<file path="src/ppp_map.vh">
// Constants for the parallel programming port: pin timing, command codes,
// load actions, back-end operation and read-space codes.
// Assumes a 100 MHz core clock; included by bare name.
`ifndef PPP_MAP_VH
`define PPP_MAP_VH

// Clock rate and protocol times.
`define PPP_CLK_MHZ        100
`define PPP_T_LATCH_US     10
`define PPP_T_SETTLE_US    300
`define PPP_LATCH_CYCLES   (`PPP_T_LATCH_US * `PPP_CLK_MHZ)
`define PPP_SETTLE_CYCLES  (`PPP_T_SETTLE_US * `PPP_CLK_MHZ)

// Load actions selected by load_action_sel1/0.
`define PPP_ACT_ADDR       2'h0
`define PPP_ACT_DATA       2'h1
`define PPP_ACT_CMD        2'h2
`define PPP_ACT_IDLE       2'h3

// Command byte codes.
`define PPP_CMD_NOP        8'h00
`define PPP_CMD_ERASE      8'h80
`define PPP_CMD_WR_FUSE    8'h40
`define PPP_CMD_WR_LOCK    8'h20
`define PPP_CMD_WR_FLASH   8'h10
`define PPP_CMD_WR_EE      8'h11
`define PPP_CMD_RD_SIG     8'h08
`define PPP_CMD_RD_FUSE    8'h04
`define PPP_CMD_RD_FLASH   8'h02
`define PPP_CMD_RD_EE      8'h03

// Entry pattern {page_load, sel1, sel0, hilo}.
`define PPP_ENTRY_PATTERN  4'h0

// Back-end operation codes.
`define PPP_OP_PROG_FLASH  3'h0
`define PPP_OP_PROG_EE     3'h1
`define PPP_OP_FUSE        3'h2
`define PPP_OP_LOCK        3'h3
`define PPP_OP_ER_FLASH    3'h4
`define PPP_OP_ER_EE       3'h5
`define PPP_OP_ER_LOCK     3'h6

// Read spaces.
`define PPP_SP_FLASH       2'h0
`define PPP_SP_EE          2'h1
`define PPP_SP_SIG         2'h2
`define PPP_SP_FUSE        2'h3

// Pin vector reset value: write and output-enable strobes idle high.
`define PPP_PIN_RST        18'h00300

`endif

</file>
<file path="src/ppp_fifo.v">
// Small FIFO with valid/ready on both sides; width and depth are parameters.
// Assumes one clock and the asynchronous active-low reset of the port.
`timescale 1ns/100ps
`default_nettype none
module ppp_fifo #(
	parameter WIDTH = 33,
	parameter DEPTH = 4,
	parameter AW    = 2
) (
	// Clock and reset.
	input  wire             core_clk,
	input  wire             rst_b,
	// Fill side.
	input  wire             in_valid,
	output reg              in_ready,
	input  wire [WIDTH-1:0] in_data,
	// Drain side.
	output reg              out_valid,
	input  wire             out_ready,
	output wire [WIDTH-1:0] out_data
);
	reg [WIDTH-1:0] mem [0:DEPTH-1];
	reg [AW-1:0]    wr_ptr;
	reg [AW-1:0]    rd_ptr;
	reg [AW:0]      count;
	wire            push;
	wire            pop;
	wire [AW:0]     next_count;

	assign push       = in_valid & in_ready;
	assign pop        = out_valid & out_ready;
	assign next_count = count + {{AW{1'b0}}, push} - {{AW{1'b0}}, pop};
	assign out_data   = mem[rd_ptr];

	always @(posedge core_clk) begin
		if (push) begin
			mem[wr_ptr] <= in_data;
		end
	end

	// Full and empty are kept as flags so both ready and valid leave flip-flops.
	always @(posedge core_clk or negedge rst_b) begin
		if (!rst_b) begin
			wr_ptr    <= {AW{1'b0}};
			rd_ptr    <= {AW{1'b0}};
			count     <= {(AW+1){1'b0}};
			in_ready  <= 1'b1;
			out_valid <= 1'b0;
		end else begin
			if (push) begin
				wr_ptr <= (wr_ptr == DEPTH - 1) ? {AW{1'b0}} : wr_ptr + 1'b1;
			end
			if (pop) begin
				rd_ptr <= (rd_ptr == DEPTH - 1) ? {AW{1'b0}} : rd_ptr + 1'b1;
			end
			count     <= next_count;
			in_ready  <= (next_count != DEPTH);
			out_valid <= (next_count != {(AW+1){1'b0}});
		end
	end
endmodule // ppp_fifo
`default_nettype wire

</file>
<file path="src/ppp_port.v">
// Device-side parallel programming port for flash, EEPROM, fuse and lock bits.
// Assumes a non-volatile back end that takes one operation at a time, drains
// page-buffer words, and answers reads one cycle after a request.
`timescale 1ns/100ps
`default_nettype none
`include "ppp_map.vh"
module ppp_port #(
	parameter SETTLE_CYCLES = `PPP_SETTLE_CYCLES,
	parameter FIFO_DEPTH    = 4
) (
	// Clock and reset.
	input  wire        core_clk,
	input  wire        rst_b,
	// Programming pins.
	input  wire        load_strobe,
	input  wire        load_action_sel1,
	input  wire        load_action_sel0,
	input  wire        byte_select_hilo,
	input  wire        byte_select_ext,
	input  wire        page_load_strobe,
	input  wire        write_strobe_n,
	input  wire        output_enable_n,
	input  wire        reset_pin_hv,
	input  wire        reset_pin_low,
	input  wire [7:0]  data_in,
	output reg  [7:0]  data_out,
	output reg         data_oe,
	output reg         ready_not_busy,
	// Fuse state.
	input  wire        keep_eeprom_on_erase,
	// Mode status.
	output reg         prog_mode,
	// Back-end operations.
	output reg         nvm_op_valid,
	output reg  [2:0]  nvm_op_code,
	output reg  [15:0] nvm_op_addr,
	output reg  [15:0] nvm_op_data,
	output reg  [1:0]  nvm_op_sel,
	input  wire        nvm_op_done,
	// Back-end reads.
	output reg         nvm_rd_en,
	output reg  [1:0]  nvm_rd_space,
	output reg  [15:0] nvm_rd_addr,
	output reg  [1:0]  nvm_rd_sel,
	input  wire [7:0]  nvm_rd_data,
	// Page buffer words {is_eeprom, address, data}.
	output wire        pbuf_valid,
	input  wire        pbuf_ready,
	output wire [32:0] pbuf_data
);
	localparam ST_OFF    = 9'h001;
	localparam ST_ENTRY  = 9'h002;
	localparam ST_SETTLE = 9'h004;
	localparam ST_IDLE   = 9'h008;
	localparam ST_DRAIN  = 9'h010;
	localparam ST_EXEC   = 9'h020;
	localparam ST_ER_FL  = 9'h040;
	localparam ST_ER_EE  = 9'h080;
	localparam ST_ER_LK  = 9'h100;
	localparam integer LATCH_I = `PPP_LATCH_CYCLES, SETTLE_I = SETTLE_CYCLES;
	localparam [19:0]  LATCH_CNT = LATCH_I[19:0], SETTLE_CNT = SETTLE_I[19:0];

	// Replace one byte of a 16-bit holding register.
	function [15:0] byte_upd;
		input [15:0] old;
		input        hi;
		input [7:0]  b;
		begin
			byte_upd = hi ? {b, old[7:0]} : {old[15:8], b};
		end
	endfunction

	// Pin vector {hv, low, ld, s1, s0, hilo, ext, pgl, wr_n, oe_n, data}.
	wire [17:0] pins;
	reg  [17:0] sync1;
	reg  [17:0] sync2;
	reg  [17:0] sync3;
	reg  [17:0] filt;
	reg  [17:0] filt_d;
	assign pins = {reset_pin_hv, reset_pin_low, load_strobe, load_action_sel1,
		load_action_sel0, byte_select_hilo, byte_select_ext, page_load_strobe,
		write_strobe_n, output_enable_n, data_in};

	// A change counts only once the second and third stages agree.
	always @(posedge core_clk or negedge rst_b) begin
		if (!rst_b) begin
			sync1  <= `PPP_PIN_RST;
			sync2  <= `PPP_PIN_RST;
			sync3  <= `PPP_PIN_RST;
			filt   <= `PPP_PIN_RST;
			filt_d <= `PPP_PIN_RST;
		end else begin
			sync1  <= pins;
			sync2  <= sync1;
			sync3  <= sync2;
			filt   <= (sync2 & ~(sync2 ^ sync3)) | (filt & (sync2 ^ sync3));
			filt_d <= filt;
		end
	end

	wire       hv       = filt[17];
	wire       rst_low  = filt[16];
	wire [1:0] act      = filt[14:13];
	wire       hilo     = filt[12];
	wire       ext      = filt[11];
	wire       oe_low   = ~filt[8];
	wire [7:0] dbus     = filt[7:0];
	wire       hv_rise  = hv & ~filt_d[17];
	wire       ld_rise  = filt[15] & ~filt_d[15];
	wire       pgl_rise = filt[10] & ~filt_d[10];
	wire       wr_fall  = ~filt[9] & filt_d[9];

	reg  [8:0]  state;
	reg  [8:0]  next_state;
	reg  [19:0] timer;
	reg  [7:0]  cmd;
	reg  [15:0] addr;
	reg  [15:0] wdata;
	reg         issued;
	reg         page_open;
	wire        fifo_in_ready;
	wire        fifo_push;
	wire        is_cmd_mode;

	assign is_cmd_mode = state == ST_IDLE;
	assign fifo_push   = is_cmd_mode & pgl_rise & page_open;

	ppp_fifo #(
		.WIDTH (33),
		.DEPTH (FIFO_DEPTH),
		.AW    (2)
	) u_fifo (
		.core_clk  (core_clk),
		.rst_b     (rst_b),
		.in_valid  (fifo_push),
		.in_ready  (fifo_in_ready),
		.in_data   ({cmd == `PPP_CMD_WR_EE, addr, wdata}),
		.out_valid (pbuf_valid),
		.out_ready (pbuf_ready),
		.out_data  (pbuf_data)
	);

	// Mode and operation sequencing.
	always @* begin
		next_state = state;
		case (state)
			ST_OFF: begin
				if (hv_rise) begin
					next_state = ST_ENTRY;
				end
			end
			ST_ENTRY: begin
				if (timer >= LATCH_CNT) begin
					if ({filt[10], act, hilo} == `PPP_ENTRY_PATTERN) begin
						next_state = ST_SETTLE;
					end else begin
						next_state = ST_OFF;
					end
				end
			end
			ST_SETTLE: begin
				if (timer >= SETTLE_CNT) begin
					next_state = ST_IDLE;
				end
			end
			ST_IDLE: begin
				if (wr_fall) begin
					case (cmd)
						`PPP_CMD_ERASE:    next_state = ST_ER_FL;
						`PPP_CMD_WR_FUSE:  next_state = ST_EXEC;
						`PPP_CMD_WR_LOCK:  next_state = ST_EXEC;
						`PPP_CMD_WR_FLASH: next_state = ST_DRAIN;
						`PPP_CMD_WR_EE:    next_state = ST_DRAIN;
						default:           next_state = ST_IDLE;
					endcase
				end
			end
			ST_DRAIN: begin
				// The page must be complete in the back end before it is programmed.
				if (!pbuf_valid) begin
					next_state = ST_EXEC;
				end
			end
			ST_EXEC: begin
				if (issued && nvm_op_done) begin
					next_state = ST_IDLE;
				end
			end
			ST_ER_FL: begin
				if (issued && nvm_op_done) begin
					next_state = keep_eeprom_on_erase ? ST_ER_LK : ST_ER_EE;
				end
			end
			ST_ER_EE: begin
				if (issued && nvm_op_done) begin
					next_state = ST_ER_LK;
				end
			end
			ST_ER_LK: begin
				if (issued && nvm_op_done) begin
					next_state = ST_IDLE;
				end
			end
			default: next_state = ST_OFF;
		endcase
		if (rst_low) begin
			next_state = ST_OFF;
		end
	end

	always @(posedge core_clk or negedge rst_b) begin
		if (!rst_b) begin
			state <= ST_OFF;
			timer <= 20'h00000;
		end else begin
			state <= next_state;
			timer <= (next_state != state) ? 20'h00000 : timer + 20'h00001;
		end
	end

	// Holding registers persist between operations so one load serves many.
	always @(posedge core_clk or negedge rst_b) begin
		if (!rst_b) begin
			cmd       <= `PPP_CMD_NOP;
			addr      <= 16'h0000;
			wdata     <= 16'h0000;
			page_open <= 1'b0;
		end else if (state == ST_OFF) begin
			cmd       <= `PPP_CMD_NOP;
			page_open <= 1'b0;
		end else if (is_cmd_mode && ld_rise) begin
			case (act)
				`PPP_ACT_ADDR: addr  <= byte_upd(addr, hilo, dbus);
				`PPP_ACT_DATA: wdata <= byte_upd(wdata, hilo, dbus);
				`PPP_ACT_CMD: begin
					cmd       <= dbus;
					// A no-operation command drops the write path.
					page_open <= (dbus == `PPP_CMD_WR_FLASH) ||
						(dbus == `PPP_CMD_WR_EE);
				end
				default: cmd <= cmd;
			endcase
		end
	end

	// Back-end operation issue; address and command are left intact.
	always @(posedge core_clk or negedge rst_b) begin
		if (!rst_b) begin
			nvm_op_valid <= 1'b0;
			nvm_op_code  <= `PPP_OP_PROG_FLASH;
			nvm_op_addr  <= 16'h0000;
			nvm_op_data  <= 16'h0000;
			nvm_op_sel   <= 2'h0;
			issued       <= 1'b0;
		end else begin
			nvm_op_valid <= 1'b0;
			if (next_state != state) begin
				issued <= 1'b0;
			end else if (!issued && (state == ST_EXEC || state == ST_ER_FL ||
					state == ST_ER_EE || state == ST_ER_LK)) begin
				issued       <= 1'b1;
				nvm_op_valid <= 1'b1;
				nvm_op_addr  <= addr;
				nvm_op_data  <= wdata;
				nvm_op_sel   <= {ext, hilo};
				case (state)
					ST_ER_FL: nvm_op_code <= `PPP_OP_ER_FLASH;
					ST_ER_EE: nvm_op_code <= `PPP_OP_ER_EE;
					ST_ER_LK: nvm_op_code <= `PPP_OP_ER_LOCK;
					default: begin
						case (cmd)
							`PPP_CMD_WR_FUSE:  nvm_op_code <= `PPP_OP_FUSE;
							`PPP_CMD_WR_LOCK:  nvm_op_code <= `PPP_OP_LOCK;
							`PPP_CMD_WR_EE:    nvm_op_code <= `PPP_OP_PROG_EE;
							default:           nvm_op_code <= `PPP_OP_PROG_FLASH;
						endcase
					end
				endcase
			end
		end
	end

	// Reads follow output enable and start only in idle mode; the bus turns round in any programming-mode state.
	always @(posedge core_clk or negedge rst_b) begin
		if (!rst_b) begin
			nvm_rd_en    <= 1'b0;
			nvm_rd_space <= `PPP_SP_FLASH;
			nvm_rd_addr  <= 16'h0000;
			nvm_rd_sel   <= 2'h0;
			data_out     <= 8'h00;
			data_oe      <= 1'b0;
		end else begin
			nvm_rd_en   <= 1'b0;
			nvm_rd_addr <= addr;
			nvm_rd_sel  <= {ext, hilo};
			data_oe     <= prog_mode & oe_low;
			if (is_cmd_mode && oe_low) begin
				case (cmd)
					`PPP_CMD_RD_SIG: begin
						nvm_rd_en    <= 1'b1;
						nvm_rd_space <= `PPP_SP_SIG;
					end
					`PPP_CMD_RD_FUSE: begin
						nvm_rd_en    <= 1'b1;
						nvm_rd_space <= `PPP_SP_FUSE;
					end
					`PPP_CMD_RD_FLASH: begin
						nvm_rd_en    <= 1'b1;
						nvm_rd_space <= `PPP_SP_FLASH;
					end
					`PPP_CMD_RD_EE: begin
						nvm_rd_en    <= 1'b1;
						nvm_rd_space <= `PPP_SP_EE;
					end
					default: nvm_rd_en <= 1'b0;
				endcase
			end
			if (nvm_rd_en) begin
				data_out <= nvm_rd_data;
			end
		end
	end

	// Ready also falls while the page buffer path is full, stalling page loads.
	always @(posedge core_clk or negedge rst_b) begin
		if (!rst_b) begin
			prog_mode      <= 1'b0;
			ready_not_busy <= 1'b0;
		end else begin
			prog_mode      <= (next_state != ST_OFF) && (next_state != ST_ENTRY);
			ready_not_busy <= (next_state == ST_IDLE) && fifo_in_ready;
		end
	end
endmodule // ppp_port
`default_nettype wire

</file>
<file path="config.mk">
export PLATFORM = sky130hd
export DESIGN_NAME = ppp_port
export DESIGN_NICKNAME = d
export VERILOG_FILES = /design/src/ppp_fifo.v /design/src/ppp_port.v
export VERILOG_INCLUDE_DIRS = /design/src
export SDC_FILE = /design/constraint.sdc
export NUM_CORES = 1
export LEC_CHECK = 0
export BUFFER_PORTS_ARGS = -buffer_cell sky130_fd_sc_hd__buf_4
export CORE_MARGIN = 2
export CORE_UTILIZATION = 53
export DETAILED_ROUTE_END_ITERATION = 8
export HOLD_SLACK_MARGIN = 0.03
export PLACE_DENSITY = 0.76
export SLEW_MARGIN = 0
export SYNTH_ARGS = -nofsm -noshare
export SYNTH_HDL_FRONTEND = slang
export SYNTH_HIERARCHICAL = 1
export SYNTH_SLANG_ARGS = --single-unit
export TNS_END_PERCENT = 10
</file>
<file path="constraint.sdc">
create_clock -name core_clk -period 2.7 [get_ports core_clk]
set_clock_uncertainty 0.15 [all_clocks]
set_input_delay 0.405 -clock core_clk [delete_from_list [all_inputs] [get_ports core_clk]]
set_output_delay 0.405 -clock core_clk [all_outputs]
set_load 0.02 [all_outputs]
</file>
# After elaboration in Yosys (flattened, before gate mapping)
# Memory sizes are Yosys's and may differ from the RTL's.
# Cells that the tools add are included.
# totals
register_bits	240
mem_bits_rw	132
memories	1
output_inout_bits	104
in_bits	31
# classes
eq_ne	29
muxes	33
magnitude_cmp	2
n_addsub	5
n_bitwise	22
n_reduce_logical	29
# memory_table
name	words	width	read_ports	rd_clocked_by_memory_dff	write_ports	line	text
u_fifo.mem	4	33	1	0	1	ppp_fifo.v:22	reg [WIDTH-1:0] mem [0:DEPTH-1];
# ops
cell	n
$mux 9	10
$pmux 9 s8	1
$and 18x18->18	2
$eq 8x5->1 const B	4
$mux 8	3
$pmux 7 s3	1
$add 20x1->20 const B	1
$ge 20x10->1 const B	1
$ge 20x15->1 const B	1
$mux 20	1
$eq 9x4->1 const B	2
$not 18->18	1
$or 18x18->18	1
$xor 18x18->18	1
$eq 8x2->1 const B	2
$reduce_and 4->1	4
$mux 1	11
$and 1x1->1	9
$eq 9x1->1 const B	1
$eq 9x2->1 const B	1
$eq 9x3->1 const B	1
$eq 9x5->1 const B	1
$eq 9x6->1 const B	1
$eq 9x7->1 const B	1
33 further kinds	58

# Logic depth before layout (Yosys ltp)
# logic_depth
ltp_word	9
mapped_depth	11

# Cells and area by module
# Netlist, hierarchy kept.
# by_module_without_submodules
mod	n_inst	cells_per_inst	area_per_inst_um2
ppp_port	1	624	8408.1
ppp_fifo	1	212	5295.1

# Worst setup path before layout
# Ideal clock, no wire load.
# synth_timing
kind	register to register
start	reg state[5]
end	reg u_fifo.out_valid
arrival_time_ns	2.681
setup_slack_ns	-0.252
t_required_ns	2.429
stages_incl_launch_ff	12
path_cell_list	dfrtp_1 buf_2 nor4_1 nand4_1 nor3_1 nand2_1 ha_1 inv_1 ha_1 fa_1 xnor3_1 nand2b_1
# synth_between
elab_chain_cells	7
# synth_lines
item	line	text
start: declaration	ppp_port.v:113	reg [8:0] state;
start signal: assignment	ppp_port.v:216	state <= next_state;
$eq 9x4->1	ppp_port.v:125	assign is_cmd_mode = state == ST_IDLE;
$and 1x1->1 (2 in a row)	ppp_port.v:126	assign fifo_push = is_cmd_mode & pgl_rise & page_open;
via fifo_push	ppp_port.v:122	wire fifo_push;
$and 1x1->1	ppp_fifo.v:30	assign push = in_valid & in_ready;
$add 3x1->3	ppp_fifo.v:32	assign next_count = count + {{AW{1'b0}}, push} - {{AW{1'b0}}, pop};
$sub 3x1->3	ppp_fifo.v:32	
via u_fifo.next_count[2]	ppp_fifo.v:28	wire [AW:0] next_count;
$reduce_bool 3->1	ppp_fifo.v:58	out_valid <= (next_count != {(AW+1){1'b0}});
end signal: assignment	ppp_fifo.v:58	
end: declaration	ppp_fifo.v:18	output reg out_valid,
# The timed path passes the listed nets, and every way through them passes these cells.
# A chain may end at the register's enable or synchronous reset.

# Final worst setup path
# layout_timing
start	reg state[3]
end	reg timer[15]
# layout_between
elab_chain_cells	6
word_cells_on_any_way	22
classes_between	10 x eq/ne; 11 x mux; 1 x reduce/logical
# layout_lines
item	line	text
$eq 9x6->1 / $eq 9x9->1 (equally long branches)	ppp_port.v:146	case (state)
$reduce_or 2->1 (no line)	-	
$pmux 9 s8	ppp_port.v:146	
$mux 9	ppp_port.v:206	if (rst_low) begin
$ne 9x9->1 *	ppp_port.v:217	timer <= (next_state != state) ? 20'h00000 : timer + 20'h00001;
$mux 20 *	ppp_port.v:217	
end signal: assignment	ppp_port.v:217	
end: declaration	ppp_port.v:115	reg [19:0] timer;
# Mark *: on every way between the ends. The rest lies on a longest branch, timed or not.

==> summary.txt <==
Yosys
  – Yosys cell types: 68
  – Ys async rst share: 63.13%
  – Post-synth net total: 877
  – Post-Syn Area per Cell: 16.39 µm²
  – Area leader, netlist: dfrtp_1
  – Cell area after synthesis: 13700 µm²
  – Synth top area cells: dfrtp_1 (39%), edfxtp_1 (29%), mux4_2 (4.6%), mux2_1 (3.7%), mux2_2 (2.8%)
  – Top-count cell post-synth: dfrtp_1
  – Post-synth EDFFs: 132
  – FF+latch count, synth: 358
  – Cells after synthesis: 836
  – Area share of the largest cell type after synthesis: 39.26%
  – Post-synth top cells: dfrtp_1 (215), edfxtp_1 (132), nand2_1 (46), mux2_1 (45), nor2_1 (35)
  – Seq/Total Area, Yosys: 70.30%
  – Top_reg_cell synth: dfrtp_1
  – Yosys warning count: 6

Timing
  – Min cycle time layout: 2744 ps
  – Max_slew headroom: 55.38%
  – Final Max Tran Viols: 0
  – Fmax: 0.3644 GHz
  – Fin crit share: 101.6%
  – PnR worst setup slack: -44.41 ps
  – Final hold vios: 0
  – Worst hold slack: 173.5 ps
  – Least-Margin Pin Slew: 669.3 ps
  – Endpoints failing setup: 16
  – RSZ-0062 raised after global routing: yes
  – Setup TNS: -305.0 ps

Power
  – Sw Share: 23.47%
  – Switch Pwr: 0.002930 W
  – P_leak: 7.133 nW
  – Internal Pwr Total: 0.009555 W
  – Clock Power Share: 40.5%
  – Tot Pwr: 0.01249 W
  – Combinational share of power: 11.7%
  – Worst vdd ir: 0.0005270 V
  – Power density over cell area: 715.5 nW/µm²
  – Sequential fraction of design power: 47.8%

Route
  – DR vias: 7886
  – DRT Pass-1 Iters: 4
  – Number of remaining DRC errors: 0
  – Top Layer Used: met4
  – Detailed-route wire length per cell: 19.76 µm
  – Met2 WL post-DR: 14.24 mm
  – Vias per std cell: 5.469
  – Final wirelength: 28.49 mm
  – Met1 wire length: 11.84 mm
  – Met3 WL post-DR: 1.512 mm
  – Post-route ant nets: 0
  – Iter 0 DRT Violations: 454

Worst setup path
  – CP required: 2980 ps
  – Worst path bufs/invs: 2
  – Worst Path Arrival: 3030 ps
  – Crit end category: flip-flop
  – Crit path max-delay cell type: dfrtp_1
  – Crit Path Category: flip-flop to flip-flop
  – Crit path largest cell delay: 430 ps
  – Crit start category: flip-flop
  – Worst-path fanout max: 4
  – CP Cell Sequence: buf_4 -> nor3_2 -> o2111ai_1 -> or2_2 -> a2111o_1 -> o211ai_1 -> nand3_4 -> clkbuf_16 -> nor3_4
  – CP top delay family: simple AND/OR/NAND/NOR gates

Clock tree
  – CTS Buf Count: 37
  – Reg clk slew, reported paths: 60 ps
  – Maximum clock path buffer count: 3
  – H-tree depth: 2
  – Worst-Skew Late Latency: 520 ps
  – Clk sinks: 358
  – CTS tree: yes
  – Root buffer selected by CTS: clkbuf_16

GRT
  – GRT overflow: 0
  – Initial antenna violation count: 0
  – First-pass GRT wire length: 44.57 mm
  – GRT Util Overall: 21.61%
  – Vias in the first global route: 8238
  – Largest net degree at the start of global routing: 85

Floorplanning
  – Initial core utilization: 54.26%
  – Rows: 58
  – Core area: 25250 µm²
  – Die ar.: 27160 µm²
  – Die Wd: 164.8 µm
  – Die Y-Extent: 164.8 µm
  – # IOs: 135

Place
  – Placed cells: 1338
  – Post-DP HPWL: 18.34 mm
  – Routability cong.: 0.9095
  – Port Buf Inserts: 134

Cells and area
  – N_diodes: 0
  – Final cell count without fillers: 1442
  – Layout area overhead: 27.35%
  – Filler cells: 1667
  – Layout cells sized above 1: 36.60%
  – Layout net count: 1125

Job
  – Max cap viols: 0

Run status
  – Outcome: finished with violations
  – Failing checks: setup timing

Worst hold path
  – Hold Path Class: input pin to flip-flop
registers in the layout (all words and copies together) (netlist names), 2 cells and up, named ones only:
| signal | flops |
|---|---|
| nvm_op_data | 16 |
| data_out | 8 |
| sync3 | 18 |
| nvm_rd_space | 2 |
| timer | 20 |
| u_fifo/mem | 132 |
| state | 9 |
| u_fifo/wr_ptr | 2 |
| cmd | 8 |
| nvm_op_code | 3 |
| sync1 | 18 |
| wdata | 16 |
| u_fifo/rd_ptr | 2 |
| filt_d | 5 |
| sync2 | 18 |
| nvm_rd_addr | 16 |
| addr | 16 |
| nvm_op_sel | 2 |
| u_fifo/count | 3 |
| nvm_op_addr | 16 |
stage by stage:
stage | setup slack (ps) | cell area (µm²) | util, %
after global placement | 7.097 | 15620 | 61.87
after global routing | -170.8 | 17450 | 69.10
final | -44.41 | 17450 | 69.10
after detailed placement | -48.75 | 15620 | 61.87
after floorplan | -29.09 | 13730 | -
after CTS | -23.94 | 17210 | 68.16
tightest hold or removal path, delay by kind of cell:
family / cells / cell delay [ps]
mux: 1 / 160
buf+inv: 1 / 120
simple gates: 1 / 120
final timing paths:
kind	endpoint	start	depth (start not counted)	slack (ps)
setup reg to reg	timer[15]	state[3]	9	-40
hold reg to reg	sync2[14]	sync1[14]	0	190
hold / removal	u_fifo/rd_ptr[1]	pbuf_ready	3	170
setup / recovery	timer[15]	state[3]	9	-40
min in group asynchronous	sync1[11]	rst_b	2	300
max in group asynchronous	state[0]	rst_b	3	1270
power by group through the flow:
stage          combinational (W)  clock (W)  sequential [W]
2_1_floorplan           0.000943          0         0.00597
3_3_place_gp             0.00125          0         0.00606
3_5_place_dp             0.00126          0         0.00607
4_1_cts                  0.00139    0.00516         0.00597
5_1_grt                  0.00158    0.00537         0.00599
6_report                 0.00146    0.00505         0.00597
timing repair:
action / CTS / global route
resized for setup: 12 / 39
hold buffers: 27 / 0
setup endpoints to repair: 23 / 72
pin swaps: 5 / 11
cloned: 1 / 2
buffers inserted: 4 / 4
hold endpoints to repair: 98 / 0
cells in the final DEF, fill, tap and decap left out, drive strengths merged, types with 6 or more instances in the layout:
master / instances
a21oi: 16
and3: 11
buf: 213
clkbuf: 57
clkinv: 6
dfrtp: 215
dfstp: 11
dlygate4sd3: 27
edfxtp: 132
ha: 9
inv: 16
maj3: 18
mux2: 79
mux4: 33
nand2: 46
nand3: 17
nand4: 7
nor2: 35
nor2b: 9
nor3: 30
nor4: 12
o21ai: 24
xnor2: 7
xor2: 17
per-layer routing:
metal | up-vias | GRT usage, %
li1 | 3598 | -
met1 | 4001 | 28.93
met2 | 223 | 35.41
met3 | 64 | 4.345
met4 | 0 | 8.103
met5 | - | 0
layout make-up:
cell class                 instances  area [µm²]  area share, %
tap                              330       412.9          2.366
timing repair buffer             242        2132          12.22
sequential                       358        9643          55.26
clock inverter                    12       153.9         0.8819
multi-input combinational        430        3978          22.79
inverter                          15       56.30         0.3226
clock buffer                      55        1075          6.159
kinds of logic after synthesis:
family	after synthesis	share of synthesized area (%)
DFF	358	70.30
buffers and inverters	48	2.009
adders and majority gates	28	2.283
AOI/OAI and AO/OA	69	3.196
and+or+nand+nor	196	8.464
muxes	112	12.05
xor gates and xnor gates	25	1.698
Note: power is estimated with default switching activity, not from simulation.
